`config.mk`:
```
export PLATFORM = sky130hd
export DESIGN_NAME = anc_insert_and_format_status_regs
export DESIGN_NICKNAME = d
export VERILOG_FILES = /design/src/design/anc_line_slot.v /design/src/design/anc_insert_and_format_status_regs.v
export VERILOG_INCLUDE_DIRS = /design/src /design/src/design
export SDC_FILE = /design/constraint.sdc
export NUM_CORES = 1
export LEC_CHECK = 0
export BUFFER_PORTS_ARGS = -buffer_cell sky130_fd_sc_hd__buf_2
export CORE_ASPECT_RATIO = 1.4
export CORE_UTILIZATION = 52
export CTS_CLUSTER_SIZE = 24
export DETAILED_ROUTE_END_ITERATION = 8
export HOLD_SLACK_MARGIN = 0.15
export PLACE_DENSITY = 0.86
export SYNTH_ARGS = -nofsm -noshare
export SYNTH_HDL_FRONTEND = slang
export SYNTH_SLANG_ARGS = --single-unit
```
`constraint.sdc`:
```
create_clock -name i_clk_sys -period 6.9 [get_ports i_clk_sys]
set_clock_uncertainty 0.2 [all_clocks]
set_input_delay 1.725 -clock i_clk_sys [delete_from_list [all_inputs] [get_ports i_clk_sys]]
set_output_delay 1.725 -clock i_clk_sys [all_outputs]
set_load 0.1 [all_outputs]
```
`src/design/anc_regs_defines.vh`:
```
// Purpose: Register indices, field positions and reset values of the
//          ancillary insertion and format status register bank.
// Assumes: Byte address on the bus is four times the register index.
// Notes:   Definitions only.
`ifndef ANC_REGS_DEFINES_VH
`define ANC_REGS_DEFINES_VH

// =====================================================================
// Register indices
`define IDX_PID_OUT_S2_B34 10'h00D
`define IDX_PID_IN_S1_B12 10'h00E
`define IDX_PID_IN_S1_B34 10'h00F
`define IDX_PID_IN_S2_B12 10'h010
`define IDX_PID_IN_S2_B34 10'h011
`define IDX_FRAME_LINES 10'h012
`define IDX_LINE_WORDS 10'h013
`define IDX_ACTIVE_WORDS 10'h014
`define IDX_ACTIVE_LINES 10'h015
`define IDX_INSERT_STATUS 10'h024
`define IDX_MODE_LINE_ONE 10'h025
`define IDX_LINE_ONE_PLACE 10'h026
`define IDX_LINE_TWO_SEL 10'h027
`define IDX_LINE_TWO_PLACE 10'h028
`define IDX_LINE_THREE_SEL 10'h029
`define IDX_LINE_THREE_PLACE 10'h02A
`define IDX_IRQ_MASK 10'h02E

// =====================================================================
// Field positions
`define BIT_LAYOUT_SEL 11
`define BIT_REGION_SEL 15
`define BIT_STREAM_SEL 14
`define BIT_INCOMPLETE 1
`define BIT_COLLISION 0

// =====================================================================
// Reset values
`define RST_BYTE 8'h00
`define RST_LINE_NUM 11'h000
`define RST_WORD_COUNT 10'h000
`define RST_STATUS 2'h0

`endif

```
`src/design/anc_line_slot.v`:
```
// Purpose: Placement settings of one target line: region, stream and
//          word count, written with byte lanes.
// Assumes: Write strobe is qualified by the bus slave.
// Notes:   Instantiated once per target line.
`timescale 1ns/10ps
`include "anc_regs_defines.vh"

module anc_line_slot (
    // Clock and synchronised reset
    input wire i_clk_sys,
    input wire i_rst_n,
    // Write side
    input wire i_wr,
    input wire [1:0] i_sel,
    input wire [15:0] i_data,
    // Settings and read view
    output wire o_region_sel,
    output wire o_stream_sel,
    output wire [9:0] o_word_count,
    output wire [15:0] o_view
);

    reg region_ff;
    reg stream_ff;
    reg [9:0] count_ff;

    // =================================================================
    // Storage
    // High byte holds region and stream, low byte the count's low bits.
    always @(posedge i_clk_sys or negedge i_rst_n) begin
        if (!i_rst_n) begin
            region_ff <= 1'b0;
            stream_ff <= 1'b0;
            count_ff <= `RST_WORD_COUNT;
        end else if (i_wr) begin
            if (i_sel[1]) begin
                region_ff <= i_data[`BIT_REGION_SEL]; // RULE14
                stream_ff <= i_data[`BIT_STREAM_SEL]; // RULE15
                count_ff[9:8] <= i_data[9:8]; // RULE16
            end
            if (i_sel[0]) begin
                count_ff[7:0] <= i_data[7:0]; // RULE16
            end
        end
    end

    // Reserved bits 13 to 10 always read as zero.
    assign o_view = {region_ff, stream_ff, 4'h0, count_ff}; // RULE17
    assign o_region_sel = region_ff;
    assign o_stream_sel = stream_ff;
    assign o_word_count = count_ff;

endmodule // anc_line_slot

```
`src/design/anc_insert_and_format_status_regs.v`:
```
// Purpose: Host register bank for payload identifier bytes, detected
//          raster geometry and ancillary insertion control and status.
// Assumes: Wishbone classic slave, 32-bit data, registers in the low
//          16 bits, byte address equal to four times the index.
// Notes:   Event flags are sticky and clear on read; one level
//          interrupt gathers the unmasked ones.
`timescale 1ns/10ps
`include "anc_regs_defines.vh"

// How it works
// RULE1: Bytes four and three of stream two's outgoing identifier sit in one writable register.
// RULE2: Stream one's four extracted identifier bytes read back in two read-only registers.
// RULE3: Stream two's four extracted identifier bytes read back in two read-only registers.
// RULE4: Detected lines per frame read as an eleven-bit field that resets to zero.
// RULE5: Detected words per line read as a fourteen-bit field that resets to zero.
// RULE6: Detected active words per line read as a thirteen-bit field that resets to zero.
// RULE7: Detected active lines read as an eleven-bit field that resets to zero.
// RULE8: A status bit reports a packet that could not be inserted whole.
// RULE9: A status bit reports a packet memory location read and written in one cycle.
// RULE10: A writable layout bit picks concatenated (high) or separate (low) lines, reset low.
// RULE11: A writable eleven-bit field names the first packet's line, reset zero.
// RULE12: A writable eleven-bit field names the second packet's line in separate mode.
// RULE13: A writable eleven-bit field names the third packet's line in separate mode.
// RULE14: A per-line region bit selects vertical (high) or horizontal (low) space.
// RULE15: A per-line stream bit selects chroma (high) or luma (low).
// RULE16: A per-line ten-bit field gives the exact number of packet words.
// RULE17: Reserved bits and addresses read zero and writes to them or to status are ignored.
module anc_insert_and_format_status_regs (
    // Clock and reset
    input wire i_clk_sys,
    input wire i_resetn,
    // Wishbone classic slave
    input wire i_wb_cyc,
    input wire i_wb_stb,
    input wire i_wb_we,
    input wire [11:0] i_wb_adr,
    input wire [3:0] i_wb_sel,
    input wire [31:0] i_wb_dat,
    output wire [31:0] o_wb_dat,
    output wire o_wb_ack,
    // Extracted identifier bytes from the video path
    input wire [7:0] i_pid_in_s1_b1,
    input wire [7:0] i_pid_in_s1_b2,
    input wire [7:0] i_pid_in_s1_b3,
    input wire [7:0] i_pid_in_s1_b4,
    input wire [7:0] i_pid_in_s2_b1,
    input wire [7:0] i_pid_in_s2_b2,
    input wire [7:0] i_pid_in_s2_b3,
    input wire [7:0] i_pid_in_s2_b4,
    // Detected raster geometry
    input wire [10:0] i_frame_lines,
    input wire [13:0] i_line_words,
    input wire [12:0] i_active_words,
    input wire [10:0] i_active_lines,
    // Insertion engine events, one-cycle pulses
    input wire i_insert_incomplete,
    input wire i_ram_collision,
    // Outgoing identifier bytes for stream two
    output wire [7:0] o_pid_out_s2_b4,
    output wire [7:0] o_pid_out_s2_b3,
    // Insertion control
    output wire o_insert_layout_select,
    output wire [10:0] o_line_one_number,
    output wire [10:0] o_line_two_number,
    output wire [10:0] o_line_three_number,
    output wire o_line_one_region_sel,
    output wire o_line_one_stream_sel,
    output wire [9:0] o_line_one_word_count,
    output wire o_line_two_region_sel,
    output wire o_line_two_stream_sel,
    output wire [9:0] o_line_two_word_count,
    output wire o_line_three_region_sel,
    output wire o_line_three_stream_sel,
    output wire [9:0] o_line_three_word_count,
    // Interrupt
    output wire o_irq
);

    // =================================================================
    // Declarations
    // Flip-flops, plus the combinational nxt_rdata and nxt_status.
    reg rst_meta_ff;
    reg rst_n_ff;
    reg ack_ff;
    reg [15:0] rdata_ff;
    reg [7:0] pid_b4_ff;
    reg [7:0] pid_b3_ff;
    reg layout_ff;
    reg [10:0] line_one_ff;
    reg [10:0] line_two_ff;
    reg [10:0] line_three_ff;
    reg [1:0] status_ff;
    reg [1:0] mask_ff;
    reg [15:0] nxt_rdata;
    reg [1:0] nxt_status;
    // Nets.
    wire [9:0] idx;
    wire req;
    wire wr_en;
    wire rd_done;
    wire [15:0] wdata;
    wire [1:0] lanes;
    wire [15:0] view_one;
    wire [15:0] view_two;
    wire [15:0] view_three;
    wire [1:0] events;
    wire status_clr;

    // =================================================================
    // Reset release
    // Assertion is immediate; release is retimed to avoid recovery
    // hazards across the whole bank.
    // Everything else resets from the retimed copy.
    always @(posedge i_clk_sys or negedge i_resetn) begin
        if (!i_resetn) begin
            rst_meta_ff <= 1'b0;
            rst_n_ff <= 1'b0;
        end else begin
            rst_meta_ff <= 1'b1;
            rst_n_ff <= rst_meta_ff;
        end
    end

    // =================================================================
    // Bus decode
    // The index drops the two byte-offset bits of the address.
    // Indices beyond the map answer zero.
    assign idx = i_wb_adr[11:2];
    assign req = i_wb_cyc & i_wb_stb;
    // Writes and read side effects commit on the acknowledge edge only.
    assign wr_en = req & i_wb_we & ack_ff;
    assign rd_done = req & ~i_wb_we & ack_ff;
    // Only the low half carries register bits;
    // lanes three and two are ignored.
    assign wdata = i_wb_dat[15:0];
    assign lanes = i_wb_sel[1:0];

    // One-cycle acknowledge; it drops after one cycle so back-to-back
    // requests see a fresh answer every second cycle.
    always @(posedge i_clk_sys or negedge rst_n_ff) begin
        if (!rst_n_ff) begin
            ack_ff <= 1'b0;
        end else begin
            ack_ff <= req & ~ack_ff;
        end
    end

    assign o_wb_ack = ack_ff;
    assign o_wb_dat = {16'h0000, rdata_ff};

    // =================================================================
    // Writable control registers
    // Each lane commits alone.
    always @(posedge i_clk_sys or negedge rst_n_ff) begin
        if (!rst_n_ff) begin
            pid_b4_ff <= `RST_BYTE;
            pid_b3_ff <= `RST_BYTE;
            layout_ff <= 1'b0;
            line_one_ff <= `RST_LINE_NUM;
            line_two_ff <= `RST_LINE_NUM;
            line_three_ff <= `RST_LINE_NUM;
            mask_ff <= 2'h0;
        end else if (wr_en) begin
            case (idx)
                `IDX_PID_OUT_S2_B34: begin
                    if (lanes[1]) begin
                        pid_b4_ff <= wdata[15:8]; // RULE1
                    end
                    if (lanes[0]) begin
                        pid_b3_ff <= wdata[7:0]; // RULE1
                    end
                end
                `IDX_MODE_LINE_ONE: begin
                    if (lanes[1]) begin
                        layout_ff <= wdata[`BIT_LAYOUT_SEL]; // RULE10
                        line_one_ff[10:8] <= wdata[10:8]; // RULE11
                    end
                    if (lanes[0]) begin
                        line_one_ff[7:0] <= wdata[7:0]; // RULE11
                    end
                end
                `IDX_LINE_TWO_SEL: begin
                    if (lanes[1]) begin
                        line_two_ff[10:8] <= wdata[10:8]; // RULE12
                    end
                    if (lanes[0]) begin
                        line_two_ff[7:0] <= wdata[7:0]; // RULE12
                    end
                end
                `IDX_LINE_THREE_SEL: begin
                    if (lanes[1]) begin
                        line_three_ff[10:8] <= wdata[10:8]; // RULE13
                    end
                    if (lanes[0]) begin
                        line_three_ff[7:0] <= wdata[7:0]; // RULE13
                    end
                end
                `IDX_IRQ_MASK: begin
                    // Mask bits use the low lane.
                    if (lanes[0]) begin
                        mask_ff <= wdata[1:0];
                    end
                end
                default: begin
                    // Status, read-only and reserved words ignore writes.
                    mask_ff <= mask_ff; // RULE17
                end
            endcase
        end
    end

    // =================================================================
    // Per-line placement settings
    // Each slot takes its own write, decoded here; the region, stream and count
    // steer where and how much the engine inserts.
    // One module serves all three slots;
    // only the decoded write differs.
    anc_line_slot u_slot_one (
        .i_clk_sys(i_clk_sys),
        .i_rst_n(rst_n_ff),
        .i_wr(wr_en & (idx == `IDX_LINE_ONE_PLACE)),
        .i_sel(lanes),
        .i_data(wdata),
        .o_region_sel(o_line_one_region_sel),
        .o_stream_sel(o_line_one_stream_sel),
        .o_word_count(o_line_one_word_count),
        .o_view(view_one)
    );

    anc_line_slot u_slot_two (
        .i_clk_sys(i_clk_sys),
        .i_rst_n(rst_n_ff),
        .i_wr(wr_en & (idx == `IDX_LINE_TWO_PLACE)),
        .i_sel(lanes),
        .i_data(wdata),
        .o_region_sel(o_line_two_region_sel),
        .o_stream_sel(o_line_two_stream_sel),
        .o_word_count(o_line_two_word_count),
        .o_view(view_two)
    );

    anc_line_slot u_slot_three (
        .i_clk_sys(i_clk_sys),
        .i_rst_n(rst_n_ff),
        .i_wr(wr_en & (idx == `IDX_LINE_THREE_PLACE)),
        .i_sel(lanes),
        .i_data(wdata),
        .o_region_sel(o_line_three_region_sel),
        .o_stream_sel(o_line_three_stream_sel),
        .o_word_count(o_line_three_word_count),
        .o_view(view_three)
    );

    // =================================================================
    // Sticky event flags
    // A read of the status word clears it, but an event landing in the
    // same cycle survives the clear so no event is ever lost.
    // Events are one-cycle pulses on this clock.
    assign events[`BIT_INCOMPLETE] = i_insert_incomplete; // RULE8
    assign events[`BIT_COLLISION] = i_ram_collision; // RULE9
    // The ack qualifies the clear, so it acts once.
    assign status_clr = rd_done & (idx == `IDX_INSERT_STATUS);

    always @* begin
        nxt_status = status_ff;
        if (status_clr) begin
            // Clear only bits the read returned; a flag set on
            // the capture edge was never seen by software.
            nxt_status = status_ff & ~rdata_ff[1:0];
        end
        nxt_status = nxt_status | events; // RULE8 RULE9
    end

    always @(posedge i_clk_sys or negedge rst_n_ff) begin
        if (!rst_n_ff) begin
            status_ff <= `RST_STATUS;
        end else begin
            status_ff <= nxt_status;
        end
    end

    // Level interrupt while any unmasked flag stands.
    // Both inputs are flip-flops, so no retiming.
    assign o_irq = |(status_ff & mask_ff);

    // =================================================================
    // Read multiplexer
    // Geometry and extracted bytes are sampled live from the video
    // path, which runs on this same clock.
    // Unmapped indices read zero.
    always @* begin
        nxt_rdata = 16'h0000;
        case (idx)
            `IDX_PID_OUT_S2_B34: nxt_rdata = {pid_b4_ff, pid_b3_ff};
            `IDX_PID_IN_S1_B12: nxt_rdata = {i_pid_in_s1_b2, i_pid_in_s1_b1}; // RULE2
            `IDX_PID_IN_S1_B34: nxt_rdata = {i_pid_in_s1_b4, i_pid_in_s1_b3}; // RULE2
            `IDX_PID_IN_S2_B12: nxt_rdata = {i_pid_in_s2_b2, i_pid_in_s2_b1}; // RULE3
            `IDX_PID_IN_S2_B34: nxt_rdata = {i_pid_in_s2_b4, i_pid_in_s2_b3}; // RULE3
            `IDX_FRAME_LINES: nxt_rdata = {5'h00, i_frame_lines}; // RULE4
            `IDX_LINE_WORDS: nxt_rdata = {2'h0, i_line_words}; // RULE5
            `IDX_ACTIVE_WORDS: nxt_rdata = {3'h0, i_active_words}; // RULE6
            `IDX_ACTIVE_LINES: nxt_rdata = {5'h00, i_active_lines}; // RULE7
            `IDX_INSERT_STATUS: nxt_rdata = {14'h0000, status_ff}; // RULE8 RULE9
            `IDX_MODE_LINE_ONE: nxt_rdata = {4'h0, layout_ff, line_one_ff};
            `IDX_LINE_ONE_PLACE: nxt_rdata = view_one;
            `IDX_LINE_TWO_SEL: nxt_rdata = {5'h00, line_two_ff};
            `IDX_LINE_TWO_PLACE: nxt_rdata = view_two;
            `IDX_LINE_THREE_SEL: nxt_rdata = {5'h00, line_three_ff};
            `IDX_LINE_THREE_PLACE: nxt_rdata = view_three;
            `IDX_IRQ_MASK: nxt_rdata = {14'h0000, mask_ff};
            default: nxt_rdata = 16'h0000; // RULE17
        endcase
    end

    // Read data is captured with the acknowledge and held until the
    // next answer; writes answer with zero data.
    // Taking data at the take edge samples live
    // inputs as they stood when asked.
    always @(posedge i_clk_sys or negedge rst_n_ff) begin
        if (!rst_n_ff) begin
            rdata_ff <= 16'h0000;
        end else if (req & ~ack_ff) begin
            if (i_wb_we) begin
                rdata_ff <= 16'h0000;
            end else begin
                rdata_ff <= nxt_rdata;
            end
        end
    end

    // =================================================================
    // Control outputs to the insertion engine
    // Straight from flip-flops: no glitches
    // while software rewrites a word.
    assign o_pid_out_s2_b4 = pid_b4_ff; // RULE1
    assign o_pid_out_s2_b3 = pid_b3_ff; // RULE1
    assign o_insert_layout_select = layout_ff; // RULE10
    assign o_line_one_number = line_one_ff; // RULE11
    assign o_line_two_number = line_two_ff; // RULE12
    assign o_line_three_number = line_three_ff; // RULE13

endmodule // anc_insert_and_format_status_regs

```
== Word level (Yosys, flattened, before mapping) ==
Cells that the tools add are included.

* Flip-flop bits (word level): 109
* Input bits: 168
* Logic and storage cells: 79
* Output and inout port bits: 120

* Reduce and logical (&&, ||, !) cells: 16
* Bitwise gates (word level): 16
* Muxes and demuxes: 3
* Eq/ne operators: 17

{| class="wikitable"
|+ Operators by type and width
! operator !! count
|-
| case mux 16 bit (17 select lines) || 1
|-
| equality test 10 x 6 -> 1 bit, second input constant || 8
|-
| equality test 10 x 5 -> 1 bit, second input constant || 6
|-
| equality test 10 x 4 -> 1 bit, second input constant || 3
|-
| AND reduction 3 bit || 9
|-
| 2-to-1 mux 16 bit || 1
|-
| AND reduction 2 bit || 6
|-
| AND 1 bit || 10
|-
| AND 2 bit || 2
|-
| 2-to-1 mux 2 bit || 1
|-
| inverter 1 bit || 2
|-
| inverter 2 bit || 1
|-
| OR 2 bit || 1
|-
| OR reduction 2 bit || 1
|}

== Longest topological paths before layout ==
* Depth in word-level cells: 6
* Mapped depth: 8

== Cells and area by module ==
Synthesis repeated with hierarchy kept, for this count alone.

* Cell total of the unflattened synthesis: 628
* Area, all modules: 6673.9 um^2

{| class="wikitable"
|+ By module, submodules not included
! module !! sequential area each (um^2) !! area an instance (um^2) !! cells an instance !! times used
|-
| anc_insert_and_format_status_regs || 1826.8 || 4966.0 || 499 || 1
|-
| anc_line_slot || 300.3 || 569.3 || 43 || 3
|}

== Worst setup path before layout ==
OpenSTA, ideal clock, no wires.

* Path type: input to register
* Start: input port i_wb_adr[4]
* End: register u_slot_one.count_ff[2], in the netlist u_slot_one.o_word_count[2]
* Arrival: 3.146 ns
* Library setup time: 0.126 ns
* Required time: 6.574 ns
* Slack: 3.428 ns
* Stages on the path: 7
* Path buffers: 3
* Path through: buf_2 -> nor2b_1 -> buf_2 -> nand2_1 -> buf_6 -> nor3_4 -> mux2_2

* Longest elaborated chain between the ends: 3

{| class="wikitable"
|+ Ends and longest elaborated chain
! item !! RTL line !! RTL
|-
| from (decl) || anc_insert_and_format_status_regs.v:36 || <nowiki>input wire [11:0] i_wb_adr,</nowiki>
|-
| equality test 10 x 6 -> 1 bit || n/a ||
|-
| AND 1 bit || anc_insert_and_format_status_regs.v:221 || <nowiki>.i_wr(wr_en & (idx == `IDX_LINE_ONE_PLACE)),</nowiki>
|-
| AND reduction 2 bit (no source line) || n/a ||
|-
| to (signal assigned) || anc_line_slot.v:34 || <nowiki>count_ff <= `RST_WORD_COUNT;</nowiki>
|-
| to (signal assigned) || anc_line_slot.v:42 || <nowiki>count_ff[7:0] <= i_data[7:0];</nowiki>
|-
| to (decl) || anc_line_slot.v:25 || <nowiki>reg [9:0] count_ff;</nowiki>
|}

No other way between the ends.
A chain may end at the register's enable or synchronous reset.

== Final worst setup path ==
* Start: input port i_wb_adr[2]
* End: register line_three_ff[4], in the netlist o_line_three_number[4]

* Longest elaborated chain between the ends: 2

{| class="wikitable"
|+ Ends and longest elaborated chain
! item !! RTL line !! RTL
|-
| equality test 10 x 6 -> 1 bit || anc_insert_and_format_status_regs.v:164 || <nowiki>case (idx)</nowiki>
|-
| AND reduction 3 bit (no source line) || n/a ||
|-
| to (signal assigned) || anc_insert_and_format_status_regs.v:161 || <nowiki>line_three_ff <= `RST_LINE_NUM;</nowiki>
|-
| to (signal assigned) || anc_insert_and_format_status_regs.v:195 || <nowiki>line_three_ff[7:0] <= wdata[7:0];</nowiki>
|-
| to (decl) || anc_insert_and_format_status_regs.v:91 || <nowiki>reg [10:0] line_three_ff;</nowiki>
|}

No other way between the ends.

==> summary.txt <==
Setup path
  • Slowest stage delay, CP: roughly 860 ps
  • CP Cell Sequence: buf_2 > buf_4 > nor2b_1 > nand2_1 > nor3_2 > mux2_2
  • Critical path class: in -> reg
  • CP max stage cell: nor3_2
  • Req. time, crit path: around 6900 ps
  • R2r setup slk: roughly 4200 ps
  • Critical Path Sink Type: flop
  • Critical Path Start Type: input pin
  • CP max FO: 24
  • WP data arrival: approximately 4600 ps

Power and ir drop
  • Power after layout: between 1 and 1.5 mW
  • Power density over cell area: 166 mW/mm²
  • Switching share of power: 0.288
  • Leak Pwr: just over 4 nW
  • Logic pwr share: 0.147
  • P_sw: around 0.39 mW
  • Sequential fraction of design power: 0.481
  • Max IR drop VDD: ~0.00016 V
  • Internal power: 0.956 mW
  • Clk pwr share: 0.372

Synthesis
  • Dominant synthesized flop cell: dfrtp_1
  • Sequential share of the synthesized area: 0.418
  • Synthesized area: roughly 0.0065 mm²
  • Synth Instances: 590
  • Post-synth top area share: 0.418
  • Yosys cell types: 69
  • Synth Area per Inst: approximately 11 µm²
  • Top post-synthesis cells by area: dfrtp_1 (42%), mux2_2 (20%), mux2i_1 (3.5%), a22oi_1 (2.8%), buf_4 (2.8%)
  • Register bit total from synthesis: roughly 110
  • Yosys Warn Count: 0
  • EDFF count, synth: 0
  • Synth area leader: dfrtp_1
  • Ys async rst share: 1.00

Layout
  • Non-Filler Instances: just under 1000
  • Area grow syn2layout: 24.1%
  • Fin nets: 994
  • Fraction of layout cells with a size suffix above 1: 0.505
  • Most frequent cells in the layout: buf_2 (251), mux2_2 (114), dfrtp_1 (108)
  • Most common cell after layout, fill and taps aside: buf_2

Drt
  • Post-DRT Antenna Nets: 0
  • Max Used Layer: met4
  • DR DRC count: 0
  • DR WL met2: between 10000 and 15000 µm
  • Starting DRC count in detailed routing: approximately 620
  • Metal1 wirelength: a little over 8000 µm
  • Routed vias: 6382
  • Drt pass-1 iters: 5
  • DR WL/cell: between 20 and 25 µm
  • Routed WL: around 23000 µm
  • Via-per-instance ratio: between 6 and 7
  • Routed wl met3: ~2100 µm

CTS
  • Hold buffer count at CTS: 0
  • Worst-path clk slew: ~80 ps
  • Htree depth: 3
  • Postcts setup bufs: 0
  • Clk buf depth: 2
  • Clock Latency Late Sink: roughly 350 ps
  • CTS tree: yes
  • Root Driver: clkbuf_16
  • Post-CTS Resized: 0
  • Cts bufs inserted: 9
  • # clock sinks: around 110

Flow run
  • Max_cap viols: 0

Timing
  • Max Clk Rate: around 0.22 GHz
  • Count of pins over their slew limit: 0
  • Fin Hold WS: 166 ps
  • Slew headroom: 0.195
  • Worst slew pin tran: 1200 ps
  • Fin. Hold Viols: 0
  • Tcrit/Tclk final: 0.663
  • RSZ-0062 raised after global routing: false
  • Fin crit period: 4570 ps
  • # setup viols final: 0
  • Setup_tns: 0 ps

Floorplanning
  • Row count: 48
  • Die Wd: 96.7 µm
  • Initial Utilization: 0.530
  • Die span in y: approximately 130 µm
  • Placeable Area: ~0.012 mm²
  • Top-Level Pins: between 200 and 300
  • Die area: between 0.01 and 0.015 mm²

GRT
  • Largest net degree at the start of global routing: 59
  • GRT Resource Usage Total: 0.358
  • Gr ovfl total: 0
  • Global-route wire length before repair: about 36000 µm
  • Initial antenna violation count: 1
  • Number of global-route vias before repair: roughly 6400

Placed design
  • Gpl congestion: between 0.9 and 1
  • HPWL after DPL: 17400 µm
  • Placed cell count: approximately 970
  • I/O Buffers: 251

Worst hold path
  • Worst Hold Class: reg -> async

Outcome
  • Status: finished clean
## sequential cells by signal (all words and copies together) (netlist names), 2 cells and up
register and count:
rdata_ff 16, o_line_one_number 11, o_line_three_number 11, o_line_two_number 11, u_slot_one.o_word_count 10, u_slot_three.o_word_count 10, u_slot_two.o_word_count 10, o_pid_out_s2_b3 8
o_pid_out_s2_b4 8, mask_ff 2, status_ff 2
## Yosys cell counts, types with 4 or more instances
cell type  instances
a21oi_1           19
a22o_1             4
a22oi_1           24
a2bb2oi_1          5
a32oi_1            4
and3b_1            5
buf_2             19
buf_4             24
clkbuf_1           8
dfrtp_1          109
inv_1              7
mux2_2           114
mux2i_1           23
mux4_2             4
nand2_1           39
nand3_1           31
nand4_1            9
nand4b_1           5
nor2_1            12
nor2b_1            6
nor3_1             6
nor3_2             8
nor3_4             5
o211ai_1           7
o21ai_0           10
o22ai_1            9
o2bb2ai_1          5
o32ai_1            9
## routing by layer
layer,GRT usage,up-vias
met3,0.0745,106
met4,0.226,0
met2,0.605,439
li1,-,2710
met5,0,-
met1,0.415,3127
## worst paths after layout
path / end / depth (start not counted) / start
max: o_line_three_number[4]$_DFFE_PN0P_ / 6 / i_wb_adr[2]
min: o_line_two_number[7]$_DFFE_PN0P_ / 0 / rst_n_ff$_DFF_PN0_
max reg2reg: o_line_three_number[4]$_DFFE_PN0P_ / 5 / o_wb_ack$_DFF_PN0_
min reg2reg: o_line_two_number[7]$_DFFE_PN0P_ / 0 / rst_n_ff$_DFF_PN0_
max in group asynchronous: mask_ff[0]$_DFFE_PN0P_ / 1 / rst_n_ff$_DFF_PN0_
min in group i_clk_sys: rst_n_ff$_DFF_PN0_ / 0 / rst_meta_ff$_DFF_PN0_
## metrics by stage
stage,setup slack [ps],instance area (µm²),util
3_3_place_gp,2010,7820,0.635
2_1_floorplan,3430,6590,-
3_5_place_dp,1980,7820,0.635
6_report,2330,8100,0.658
5_1_grt,2150,8100,0.658
4_1_cts,2380,8100,0.658
## cells by family after synthesis
family,synth area share
buf+inv,0.0544
other cells,0.00115
simple gates,0.144
compound gates,0.135
mux,0.246
xor+xnor,0.00134
flops,0.418
## critical path: cells and delay by family
family	cells	cell delay [ps]
AND/OR/NAND/NOR	3	1520
multiplexers	1	420
buffers and inverters	2	920
## power by group through the flow
stage / sequential, mW / clock [mW] / combinational (mW)
finish: 0.646 / 0.499 / 0.197
global route: 0.647 / 0.524 / 0.207
CTS: 0.646 / 0.503 / 0.193
detailed placement: 0.659 / 0 / 0.193
global placement: 0.659 / 0 / 0.192
floorplan: 0.666 / 0 / 0.113
## cell type report
type	instances	area (µm²)
diodes	2	5.00
clock buffers	10	229
clock inverters	6	53.8
fillers	986	4210
inverters	7	26.3
multi-input cells	434	3510
flip-flops and latches	109	2730
well taps	150	188
repair buffers	265	1360
No activity file was read; power rests on OpenSTA's default activity.
